## src/rgi_map.svh

```systemverilog
// Notes on behaviour
// - Detect tag, read its code first
// - Matching code drives both outputs ON
// - Tag gone drives both outputs OFF
// - Wrong code latches error until power-up
// - ON after 120 ms, plus 50 ms per reader
// - Standalone variant switches ON after 250 ms
// - OFF within 120 ms, plus 18 ms per reader
// - Self-test done, ready within 5 s
// - Re-pairing only in 10 s window
// - Chain inputs disagree over 18 ms: OFF
// - Both outputs OFF within 18 ms
// - Test pulses: 1.4 ms wide, every 300 ms
`ifndef RGI_MAP_SVH
`define RGI_MAP_SVH

// ====================================================================
// Clock
`define RGI_CYC_PER_MS                   100000
`define RGI_CYC_PER_US                   100
`define RGI_CYC_PER_S                    100000000

// ====================================================================
// Times as printed
`define RGI_SWITCH_ON_RESPONSE_TIME_MS   120
`define RGI_SWITCH_ON_CHAIN_STEP_MS      50
`define RGI_SWITCH_ON_STANDALONE_MS      250
`define RGI_SWITCH_OFF_RISK_TIME_MS      120
`define RGI_SWITCH_OFF_CHAIN_STEP_MS     18
`define RGI_POWER_UP_READY_TIME_S        5
`define RGI_PAIRING_WINDOW_TIME_S        10
`define RGI_INPUT_DISCREPANCY_TIMEOUT_MS 18
`define RGI_OUTPUT_SKEW_TIME_MS          18
`define RGI_OUTPUT_TEST_PULSE_WIDTH_US   1400
`define RGI_OUTPUT_TEST_PERIOD_MS        300

// ====================================================================
// Cycle counts (least times round up, longest down)
`define RGI_RESP_CYC      (`RGI_SWITCH_ON_RESPONSE_TIME_MS * `RGI_CYC_PER_MS)
`define RGI_RESP_STEP_CYC (`RGI_SWITCH_ON_CHAIN_STEP_MS * `RGI_CYC_PER_MS)
`define RGI_RESP_SA_CYC   (`RGI_SWITCH_ON_STANDALONE_MS * `RGI_CYC_PER_MS)
`define RGI_READY_CYC     (`RGI_POWER_UP_READY_TIME_S * `RGI_CYC_PER_S - 1)
`define RGI_PAIR_CYC      (`RGI_PAIRING_WINDOW_TIME_S * `RGI_CYC_PER_S)
`define RGI_DISC_CYC \
    (`RGI_INPUT_DISCREPANCY_TIMEOUT_MS * `RGI_CYC_PER_MS - 1)
`define RGI_PULSE_CYC \
    (`RGI_OUTPUT_TEST_PULSE_WIDTH_US * `RGI_CYC_PER_US)
`define RGI_PERIOD_CYC    (`RGI_OUTPUT_TEST_PERIOD_MS * `RGI_CYC_PER_MS)

// ====================================================================
// Code and reset values
`define RGI_CODE_W        32
`define RGI_DEPTH_W       4
`define RGI_PAIRED_RST    32'h5A5A_0001

`endif

```

## src/rgi_pkg.sv

```systemverilog
package rgi_pkg;
    typedef enum logic [2:0] {
        ST_INIT,
        ST_STOP,
        ST_READ,
        ST_ARM,
        ST_RUN,
        ST_ERROR
    } rgi_state_type;
endpackage

```

## src/rgi_pulse_if.sv

```systemverilog
`timescale 1ns/1ps
interface rgi_pulse_if;
    logic       en;
    logic [1:0] pulse;
    modport gen  (input en, output pulse);
    modport user (output en, input pulse);
endinterface

```

## src/rgi_pulse_gen.sv

```systemverilog
`timescale 1ns/1ps
`include "rgi_map.svh"
module rgi_pulse_gen #(
    parameter logic [31:0] P_PERIOD_CYC = 32'(`RGI_PERIOD_CYC),
    parameter logic [31:0] P_PULSE_CYC  = 32'(`RGI_PULSE_CYC)
) (
    input  wire logic   i_clk,
    input  wire logic   i_rst_n,
    rgi_pulse_if.gen    pif
);
    import rgi_pkg::*;

    logic [31:0] per_q;
    logic [1:0]  pulse_q;

    // ================================================================
    // Period counter, restarts each time the output turns ON
    always_ff @(posedge i_clk or negedge i_rst_n) begin
        if (!i_rst_n) begin
            per_q <= 32'h0;
        end else if (!pif.en || per_q == P_PERIOD_CYC - 32'h1) begin
            per_q <= 32'h0;
        end else begin
            per_q <= per_q + 32'h1;
        end
    end

    // ================================================================
    // Lane pulses at period end, staggered so lanes never dip together
    genvar g;
    generate
        for (g = 0; g < 2; g++) begin : g_lane
            localparam logic [31:0] LO = 32'(2 - g);
            localparam logic [31:0] HI = 32'(1 - g);
            always_ff @(posedge i_clk or negedge i_rst_n) begin
                if (!i_rst_n) begin
                    pulse_q[g] <= 1'b0;
                end else begin
                    pulse_q[g] <= pif.en
                        && per_q >= P_PERIOD_CYC - LO * P_PULSE_CYC
                        && per_q <  P_PERIOD_CYC - HI * P_PULSE_CYC;
                end
            end
        end
    endgenerate

    assign pif.pulse = pulse_q;

    property p_pulse_width;
        @(posedge i_clk) disable iff (!i_rst_n)
        pulse_q[0] |-> per_q >= P_PERIOD_CYC - 32'h2 * P_PULSE_CYC
                       && per_q <= P_PERIOD_CYC - P_PULSE_CYC;
    endproperty
    a_pulse_width: assert property (p_pulse_width)
        else $error("test pulse outside its slot");

    property p_pulse_apart;
        @(posedge i_clk) disable iff (!i_rst_n)
        !(pulse_q[0] && pulse_q[1]);
    endproperty
    a_pulse_apart: assert property (p_pulse_apart)
        else $error("both lanes pulsed at once");
endmodule

```

## src/rgi_interlock_ctrl.sv

```systemverilog
`timescale 1ns/1ps
`include "rgi_map.svh"
module rgi_interlock_ctrl #(
    parameter logic [31:0] P_RESP_CYC      = 32'(`RGI_RESP_CYC),
    parameter logic [31:0] P_RESP_STEP_CYC = 32'(`RGI_RESP_STEP_CYC),
    parameter logic [31:0] P_RESP_SA_CYC   = 32'(`RGI_RESP_SA_CYC),
    parameter logic [31:0] P_READY_CYC     = 32'(`RGI_READY_CYC),
    parameter logic [31:0] P_PAIR_CYC      = 32'(`RGI_PAIR_CYC),
    parameter logic [31:0] P_DISC_CYC      = 32'(`RGI_DISC_CYC),
    parameter logic [31:0] P_PULSE_CYC     = 32'(`RGI_PULSE_CYC),
    parameter logic [31:0] P_PERIOD_CYC    = 32'(`RGI_PERIOD_CYC)
) (
    input  wire logic                     i_clk,
    input  wire logic                     i_rst_b,
    input  wire logic                     i_tag_present,
    input  wire logic                     i_code_valid,
    input  wire logic [`RGI_CODE_W-1:0]   i_code,
    input  wire logic                     i_selftest_fault,
    input  wire logic                     i_standalone,
    input  wire logic                     i_chain_en,
    input  wire logic [`RGI_DEPTH_W-1:0]  i_chain_depth,
    input  wire logic                     i_chain_in_a,
    input  wire logic                     i_chain_in_b,
    input  wire logic                     i_repair_en,
    input  wire logic                     i_pair_req,
    output logic                          o_out_a,
    output logic                          o_out_b,
    output logic                          o_read_req,
    output logic                          o_ready,
    output logic                          o_error,
    output logic                          o_pair_window,
    output rgi_pkg::rgi_state_type        o_state
);
    import rgi_pkg::*;

    logic                   rst_s1_q;
    logic                   rst_n;
    rgi_state_type          state_q;
    rgi_state_type          state_d;
    logic [31:0]            init_cnt_q;
    logic [31:0]            arm_cnt_q;
    logic [31:0]            win_cnt_q;
    logic                   win_q;
    logic [31:0]            disc_cnt_q;
    logic [`RGI_CODE_W-1:0] paired_q;
    logic [31:0]            resp_cyc;
    logic                   disc_trip;
    logic                   chain_ok;
    logic                   code_match;
    logic                   pair_accept;
    logic                   out_a_q;
    logic                   out_b_q;
    logic                   read_q;
    logic                   ready_q;
    logic                   error_q;
    logic                   win_out_q;
    rgi_state_type          state_out_q;

    rgi_pulse_if pif ();

    // ================================================================
    // Reset release through two flops
    always_ff @(posedge i_clk or negedge i_rst_b) begin
        if (!i_rst_b) begin
            rst_s1_q <= 1'b0;
            rst_n    <= 1'b0;
        end else begin
            rst_s1_q <= 1'b1;
            rst_n    <= rst_s1_q;
        end
    end

    // ================================================================
    // Decision terms
    // Response per variant
    assign resp_cyc = i_standalone ? P_RESP_SA_CYC
        : P_RESP_CYC + 32'(i_chain_depth) * P_RESP_STEP_CYC;
    assign disc_trip   = disc_cnt_q >= P_DISC_CYC;
    // Upstream open (both low) stops us; brief mismatch is tolerated
    assign chain_ok    = !i_chain_en
        || ((i_chain_in_a || i_chain_in_b) && !disc_trip);
    assign code_match  = i_code == paired_q;
    assign pair_accept = i_repair_en && win_q && i_pair_req;

    // ================================================================
    // State machine
    always_comb begin
        state_d = state_q;
        case (state_q)
            ST_INIT: begin
                if (init_cnt_q == P_READY_CYC - 32'h1) begin
                    state_d = ST_STOP;
                end
            end
            ST_STOP: begin
                if (i_tag_present && chain_ok) begin
                    state_d = ST_READ;
                end
            end
            ST_READ: begin
                if (!i_tag_present) begin
                    state_d = ST_STOP;
                end else if (i_code_valid) begin
                    if (code_match || pair_accept) begin
                        state_d = ST_ARM;
                    end else begin
                        state_d = ST_ERROR;
                    end
                end
            end
            ST_ARM: begin
                if (!i_tag_present || !chain_ok) begin
                    state_d = ST_STOP;
                end else if (arm_cnt_q >= resp_cyc - 32'h1) begin
                    state_d = ST_RUN;
                end
            end
            ST_RUN: begin
                if (!i_tag_present || !chain_ok) begin
                    state_d = ST_STOP;
                end
            end
            ST_ERROR: state_d = ST_ERROR;
            default:  state_d = ST_ERROR;
        endcase
        if (i_selftest_fault) begin
            state_d = ST_ERROR;
        end
    end

    always_ff @(posedge i_clk or negedge rst_n) begin
        if (!rst_n) begin
            state_q <= ST_INIT;
        end else begin
            state_q <= state_d;
        end
    end

    // ================================================================
    // Timers
    // Init self-test time
    always_ff @(posedge i_clk or negedge rst_n) begin
        if (!rst_n) begin
            init_cnt_q <= 32'h0;
        end else if (state_q == ST_INIT) begin
            init_cnt_q <= init_cnt_q + 32'h1;
        end
    end

    always_ff @(posedge i_clk or negedge rst_n) begin
        if (!rst_n) begin
            arm_cnt_q <= 32'h0;
        end else if (state_q == ST_ARM) begin
            arm_cnt_q <= arm_cnt_q + 32'h1;
        end else begin
            arm_cnt_q <= 32'h0;
        end
    end

    always_ff @(posedge i_clk or negedge rst_n) begin
        if (!rst_n) begin
            win_q     <= 1'b0;
            win_cnt_q <= 32'h0;
        end else if (state_q == ST_INIT && state_d == ST_STOP) begin
            win_q     <= 1'b1;
            win_cnt_q <= 32'h0;
        end else if (win_q) begin
            win_cnt_q <= win_cnt_q + 32'h1;
            if (win_cnt_q == P_PAIR_CYC - 32'h1) begin
                win_q <= 1'b0;
            end
        end
    end

    always_ff @(posedge i_clk or negedge rst_n) begin
        if (!rst_n) begin
            disc_cnt_q <= 32'h0;
        end else if (!i_chain_en || i_chain_in_a == i_chain_in_b) begin
            disc_cnt_q <= 32'h0;
        end else if (!disc_trip) begin
            disc_cnt_q <= disc_cnt_q + 32'h1;
        end
    end

    // ================================================================
    // Paired code; only the reader side key changes, tags are fixed
    // Store new key
    always_ff @(posedge i_clk or negedge rst_n) begin
        if (!rst_n) begin
            paired_q <= `RGI_PAIRED_RST;
        end else if (state_q == ST_READ && i_tag_present && i_code_valid
                     && !code_match && pair_accept) begin
            paired_q <= i_code;
        end
    end

    // ================================================================
    // Test pulses only while ON
    assign pif.en = state_q == ST_RUN;

    rgi_pulse_gen #(
        .P_PERIOD_CYC (P_PERIOD_CYC),
        .P_PULSE_CYC  (P_PULSE_CYC)
    ) u_pulse (
        .i_clk   (i_clk),
        .i_rst_n (rst_n),
        .pif     (pif.gen)
    );

    // ================================================================
    // Registered outputs; both lanes share one state, so zero skew
    // Outputs follow RUN
    always_ff @(posedge i_clk or negedge rst_n) begin
        if (!rst_n) begin
            out_a_q     <= 1'b0;
            out_b_q     <= 1'b0;
            read_q      <= 1'b0;
            ready_q     <= 1'b0;
            error_q     <= 1'b0;
            win_out_q   <= 1'b0;
            state_out_q <= ST_INIT;
        end else begin
            out_a_q     <= state_q == ST_RUN && !pif.pulse[0];
            out_b_q     <= state_q == ST_RUN && !pif.pulse[1];
            read_q      <= state_q == ST_READ;
            ready_q     <= state_q != ST_INIT && state_q != ST_ERROR;
            error_q     <= state_q == ST_ERROR;
            win_out_q   <= win_q && i_repair_en;
            state_out_q <= state_q;
        end
    end

    assign o_out_a       = out_a_q;
    assign o_out_b       = out_b_q;
    assign o_read_req    = read_q;
    assign o_ready       = ready_q;
    assign o_error       = error_q;
    assign o_pair_window = win_out_q;
    assign o_state       = state_out_q;

    // ================================================================
    // Checks
    property p_err_latch;
        @(posedge i_clk) disable iff (!rst_n)
        state_q == ST_ERROR |=> state_q == ST_ERROR ##1 !o_out_a && !o_out_b;
    endproperty
    a_err_latch: assert property (p_err_latch)
        else $error("error state left or outputs ON");

    property p_bad_code;
        @(posedge i_clk) disable iff (!rst_n)
        state_q == ST_READ && i_tag_present && i_code_valid && !code_match
            && !pair_accept |=> state_q == ST_ERROR;
    endproperty
    a_bad_code: assert property (p_bad_code)
        else $error("foreign code not rejected");

    property p_off_unless_run;
        @(posedge i_clk) disable iff (!rst_n)
        state_q != ST_RUN |=> !o_out_a && !o_out_b;
    endproperty
    a_off_unless_run: assert property (p_off_unless_run)
        else $error("output ON outside run");

    property p_tag_gone;
        @(posedge i_clk) disable iff (!rst_n)
        state_q == ST_RUN && !i_tag_present |-> ##2 !o_out_a && !o_out_b;
    endproperty
    a_tag_gone: assert property (p_tag_gone)
        else $error("outputs not OFF two cycles after tag left");

    property p_skew;
        @(posedge i_clk) disable iff (!rst_n)
        $fell(o_out_a) && $past(state_q) != ST_RUN |-> !o_out_b;
    endproperty
    a_skew: assert property (p_skew)
        else $error("lanes switched OFF apart");

    property p_on_delay;
        @(posedge i_clk) disable iff (!rst_n)
        state_q == ST_RUN && $past(state_q) == ST_ARM
            |-> $past(arm_cnt_q) == $past(resp_cyc) - 32'h1;
    endproperty
    a_on_delay: assert property (p_on_delay)
        else $error("run entered before response time");

    // Tag code is only meaningful in its valid cycle, so check at arming
    property p_rise_cause;
        @(posedge i_clk) disable iff (!rst_n)
        state_q == ST_ARM && $past(state_q) == ST_READ
            |-> $past(i_code_valid) && $past(code_match || pair_accept);
    endproperty
    a_rise_cause: assert property (p_rise_cause)
        else $error("armed without paired code");

    property p_disc;
        @(posedge i_clk) disable iff (!rst_n)
        i_chain_en && disc_trip && state_q == ST_RUN |=> state_q == ST_STOP;
    endproperty
    a_disc: assert property (p_disc)
        else $error("discrepancy timeout ignored");

    property p_ready_time;
        @(posedge i_clk) disable iff (!rst_n)
        state_q == ST_INIT |-> init_cnt_q < P_READY_CYC;
    endproperty
    a_ready_time: assert property (p_ready_time)
        else $error("init exceeded ready time");

    property p_pair_window;
        @(posedge i_clk) disable iff (!rst_n)
        paired_q != $past(paired_q) |-> $past(win_q) && $past(i_repair_en);
    endproperty
    a_pair_window: assert property (p_pair_window)
        else $error("key changed outside pairing window");
endmodule

```

## config.mk

```make
export PLATFORM = sky130hd
export DESIGN_NAME = rgi_interlock_ctrl
export DESIGN_NICKNAME = d
export VERILOG_FILES = /design/src/rgi_pkg.sv /design/src/rgi_pulse_if.sv /design/src/rgi_pulse_gen.sv /design/src/rgi_interlock_ctrl.sv
export VERILOG_INCLUDE_DIRS = /design/src
export SDC_FILE = /design/constraint.sdc
export NUM_CORES = 1
export LEC_CHECK = 0
export ABC_CLOCK_PERIOD_IN_PS = 9990
export BUFFER_PORTS_ARGS = -buffer_cell sky130_fd_sc_hd__buf_4
export CAP_MARGIN = 20
export CORE_MARGIN = 3
export CORE_UTILIZATION = 55
export CTS_CLUSTER_DIAMETER = 100
export CTS_CLUSTER_SIZE = 25
export DETAILED_ROUTE_END_ITERATION = 10
export PLACE_DENSITY = 0.72
export SLEW_MARGIN = 0
export SYNTH_ARGS = -nofsm -noshare
export SYNTH_HDL_FRONTEND = slang
export SYNTH_SLANG_ARGS = --single-unit
```

## constraint.sdc

```tcl
create_clock -name i_clk -period 9.99 [get_ports i_clk]
set_input_delay 1.4985 -clock i_clk [delete_from_list [all_inputs] [get_ports i_clk]]
set_output_delay 1.4985 -clock i_clk [all_outputs]
set_load 0.02 [all_outputs]
```

==> key figures <==
Clocking
  • Maximum level of the CTS H-tree: 1
  • Clock latency on the worst-skew pair: 480 ps
  • Setup Buffers After CTS: 0
  • Hold-fix buffers at CTS: 0
  • TritonCTS clock tree: yes
  • CTS Root Cell: clkbuf_16
  • Count of cells resized by post-cts repair: 0
  • Number of sinks handled by clock tree synthesis: 209
  • Clock Path Buffers: 3
  • Cts bufs inserted: 12
  • Clock input transition at the sequential cells of the worst setup and hold paths: 100 ps

Routing
  • Routed via count: 9,187
  • Initial DRC count: 519
  • Via density: 5.657
  • # DRC: 0
  • Number of iterations in the first detailed-routing pass: 7
  • Antenna-violating nets left: 0
  • Routed len/inst: 15.08 µm
  • Drt total wl: 24,480 µm

Worst setup path
  • Combined buffer and inverter count along the critical path: 3
  • Crit path launch type: primary input
  • Crit-path leading delay family: compound AO/OA/AOI/OAI gates
  • Worst stage delay on the critical path: 770 ps
  • Most common cell type on the critical path: a21o_1
  • Category of the most critical setup path: in2reg
  • Cell at the slowest stage of the critical path: a2111oi_0
  • Largest fanout on the critical path: 13
  • Critical Path Sink Type: flop
  • Endpoint arrival time on the critical path: 8280 ps
  • Endpoint required time on the critical path: 10,330 ps

Timing
  • Setup violators final: 0
  • Final cycle utilization of the critical path: 0.7942
  • Actual transition at the worst max-transition pin: 1024 ps
  • Post-route setup TNS: 0 ps
  • RSZ-0062 raised after global routing: no
  • Final number of hold-violating endpoints: 0
  • Time the final worst path needs with I/O delays and setup: 7934 ps
  • Max-slew violation total from the final report: 0
  • Worst path setup slack after routing: 2056 ps
  • Highest achievable clock rate: 126.0 MHz
  • Post-Route Skew: 28.15 ps
  • Tightest slew margin relative to the limit: 0.3175

Synthesis
  • Number of warnings reported in the yosys synthesis log: 0
  • Library cells used by synthesis: 75
  • Post-synth top flop: dfrtp_1
  • Cell types with the largest area share after synthesis: dfrtp_1, xnor2_1, ha_1
  • Most common library cells after synthesis: dfrtp_1, nor2_1, xnor2_1
  • Cells after Synth: 1,295
  • Number of synthesized flops with an enable pin: 0
  • Post-synthesis cell type with the largest combined area: dfrtp_1
  • Most used standard cell by instance count after synthesis: dfrtp_1
  • Proportion of register bits with asynchronous set or reset after synthesis: 1.000
  • Number of flip-flops and latches in the synthesized netlist: 209
  • Post-synth net total: 1,404
  • Area share of the leading cell type in the synthesized netlist: 0.4069
  • Share of the yosys chip area belonging to registers: 0.4261
  • Post-synthesis instance area: 0.01230 mm²
  • Mean Syn Cell Area: 9.498 µm²

Final layout
  • Area growth from synthesis to layout: 8.859%
  • Area taken by multi-input logic gates: 0.006804 mm²
  • Number of diodes: 0
  • Number of nets at the end of the flow: 1,447
  • Finished layout cell area: 0.01339 mm²
  • Ratio of cells with drive above 1 in the final layout: 0.1042
  • Number of fill cells in the layout: 1,872
  • Area taken by flip-flops and latches: 0.005245 mm²

Place
  • Placed inst area: 0.01300 mm²
  • Final GP Congestion: 0.8964
  • Pre-CTS worst setup slack: 1550 ps
  • DP Wirelength: 17,610 µm
  • IO Port Bufs: 55

Power and ir drop
  • Leakage power: 5.738 nW
  • NetSw: 0.0005667 W
  • Part of the total power dissipated in the clock network: 0.285
  • Peak supply drop: 0.1350 mV
  • PD cells: 140.4 mW/mm²
  • Relative contribution of combinational cells to total power: 0.207
  • Switching share of power: 0.3014
  • Internal power: 0.001313 W
  • Power share of the sequential group: 0.508

Status
  • Result of the run: finished, final reports clean

Floorplanning
  • Die outline width: 155.6 µm
  • Starting utilization of the core area: 0.5619
  • Placeable core region: 0.02189 mm²
  • Chip height: 155.6 µm
  • Die Outline Area: 0.02420 mm²
  • Standard-cell row count: 54
  • I/O pins: 56

GRT
  • Total congestion overflow after global routing: 0
  • Via count of the first global-routing pass: 8,999
  • Initial antenna violation count: 0
  • Overall Global Routing Usage: 0.2062
  • Maximum number of pins on one net before global-route repair: 175
  • First-pass GRT wire length: 42,720 µm

Min path
  • Class of the tightest hold or removal check: reg2async

Flow run
  • Maxcap violations: 0
registers in the layout (all words and copies together) (netlist names), 2 cells and up:
register / cells
o_state: 3
u_pulse.per_q: 32
init_cnt_q: 32
disc_cnt_q: 32
arm_cnt_q: 32
win_cnt_q: 32
u_pulse.pif.pulse: 2
state_q: 3
paired_q: 32
layout by cell type (no fill, tap or decap), types with 10 or more instances in the layout:
cell type,count
nand2_1,98
clkbuf_16,13
inv_1,36
and3_1,32
nor3_1,26
nor2_1,172
nor4_1,17
and2_1,10
xnor2_1,117
a21oi_1,44
xor2_1,75
dfrtp_1,199
a21o_1,11
or3_1,28
nand3_1,64
o21ai_0,48
mux2_2,34
buf_4,59
nand4_1,54
ha_1,60
per-layer routing:
layer  track usage  up-vias  wire length (µm)
li1              -     4626                 -
met1        0.2902     4456             11640
met5             0        -                 0
met3       0.01997       28               438
met2        0.3520       77             11900
met4       0.04168        0               503
cell type report:
type                    count  area share
multi-input cells        1017      0.5081
flip-flops and latches    209      0.3917
clock buffers              19     0.02672
inverters                  37     0.01037
repair buffers             61     0.03569
well taps                 280     0.02616
clock inverters             1    0.001215
through the flow:
stage	hold slack, ps	power, W	utilization	instances
after floorplan	331.2	0.001259	-	1295
after global placement	297.4	0.001350	0.5939	1603
after detailed placement	303.2	0.001359	0.5939	1603
after CTS	320.6	0.001903	0.6110	1623
after global routing	348.0	0.001989	0.6117	1624
final	296.4	0.001880	0.6117	1624
power by group through the flow:
stage | logic [W] | clock network, W | registers (W)
2_1_floorplan | 0.000289 | 0 | 0.000970
3_3_place_gp | 0.000380 | 0 | 0.000970
3_5_place_dp | 0.000389 | 0 | 0.000971
4_1_cts | 0.000392 | 0.000555 | 0.000955
5_1_grt | 0.000442 | 0.000581 | 0.000965
6_report | 0.000389 | 0.000536 | 0.000955
cells by family after synthesis:
logic type / count (synthesis) / share of synthesized area
fa+ha+maj: 62 / 0.06429
flops: 209 / 0.4261
other cells: 1 / 0.0003049
simple gates: 554 / 0.2260
mux: 38 / 0.03438
xor+xnor: 192 / 0.1367
buf+inv: 69 / 0.02146
compound gates: 170 / 0.09074
path summary, 6_finish.rpt:
kind	startpoint	to	slack, ps	depth (start not counted)
max in group asynchronous	rst_n$_DFF_PN0_	init_cnt_q[22]$_DFFE_PN0N_	8360	1
worst max-delay path	i_chain_depth[2]	state_q[2]$_DFF_PN0_	2060	27
worst max register to register	state_q[1]$_DFF_PN0_	init_cnt_q[31]$_DFFE_PN0N_	6760	9
worst min-delay path	rst_n$_DFF_PN0_	disc_cnt_q[1]$_DFFE_PN0P_	300	0
min in group i_clk	rst_s1_q$_DFF_PN0_	rst_n$_DFF_PN0_	360	0
worst min register to register	rst_n$_DFF_PN0_	disc_cnt_q[1]$_DFFE_PN0P_	300	0
(Power assumes the default switching activity.)
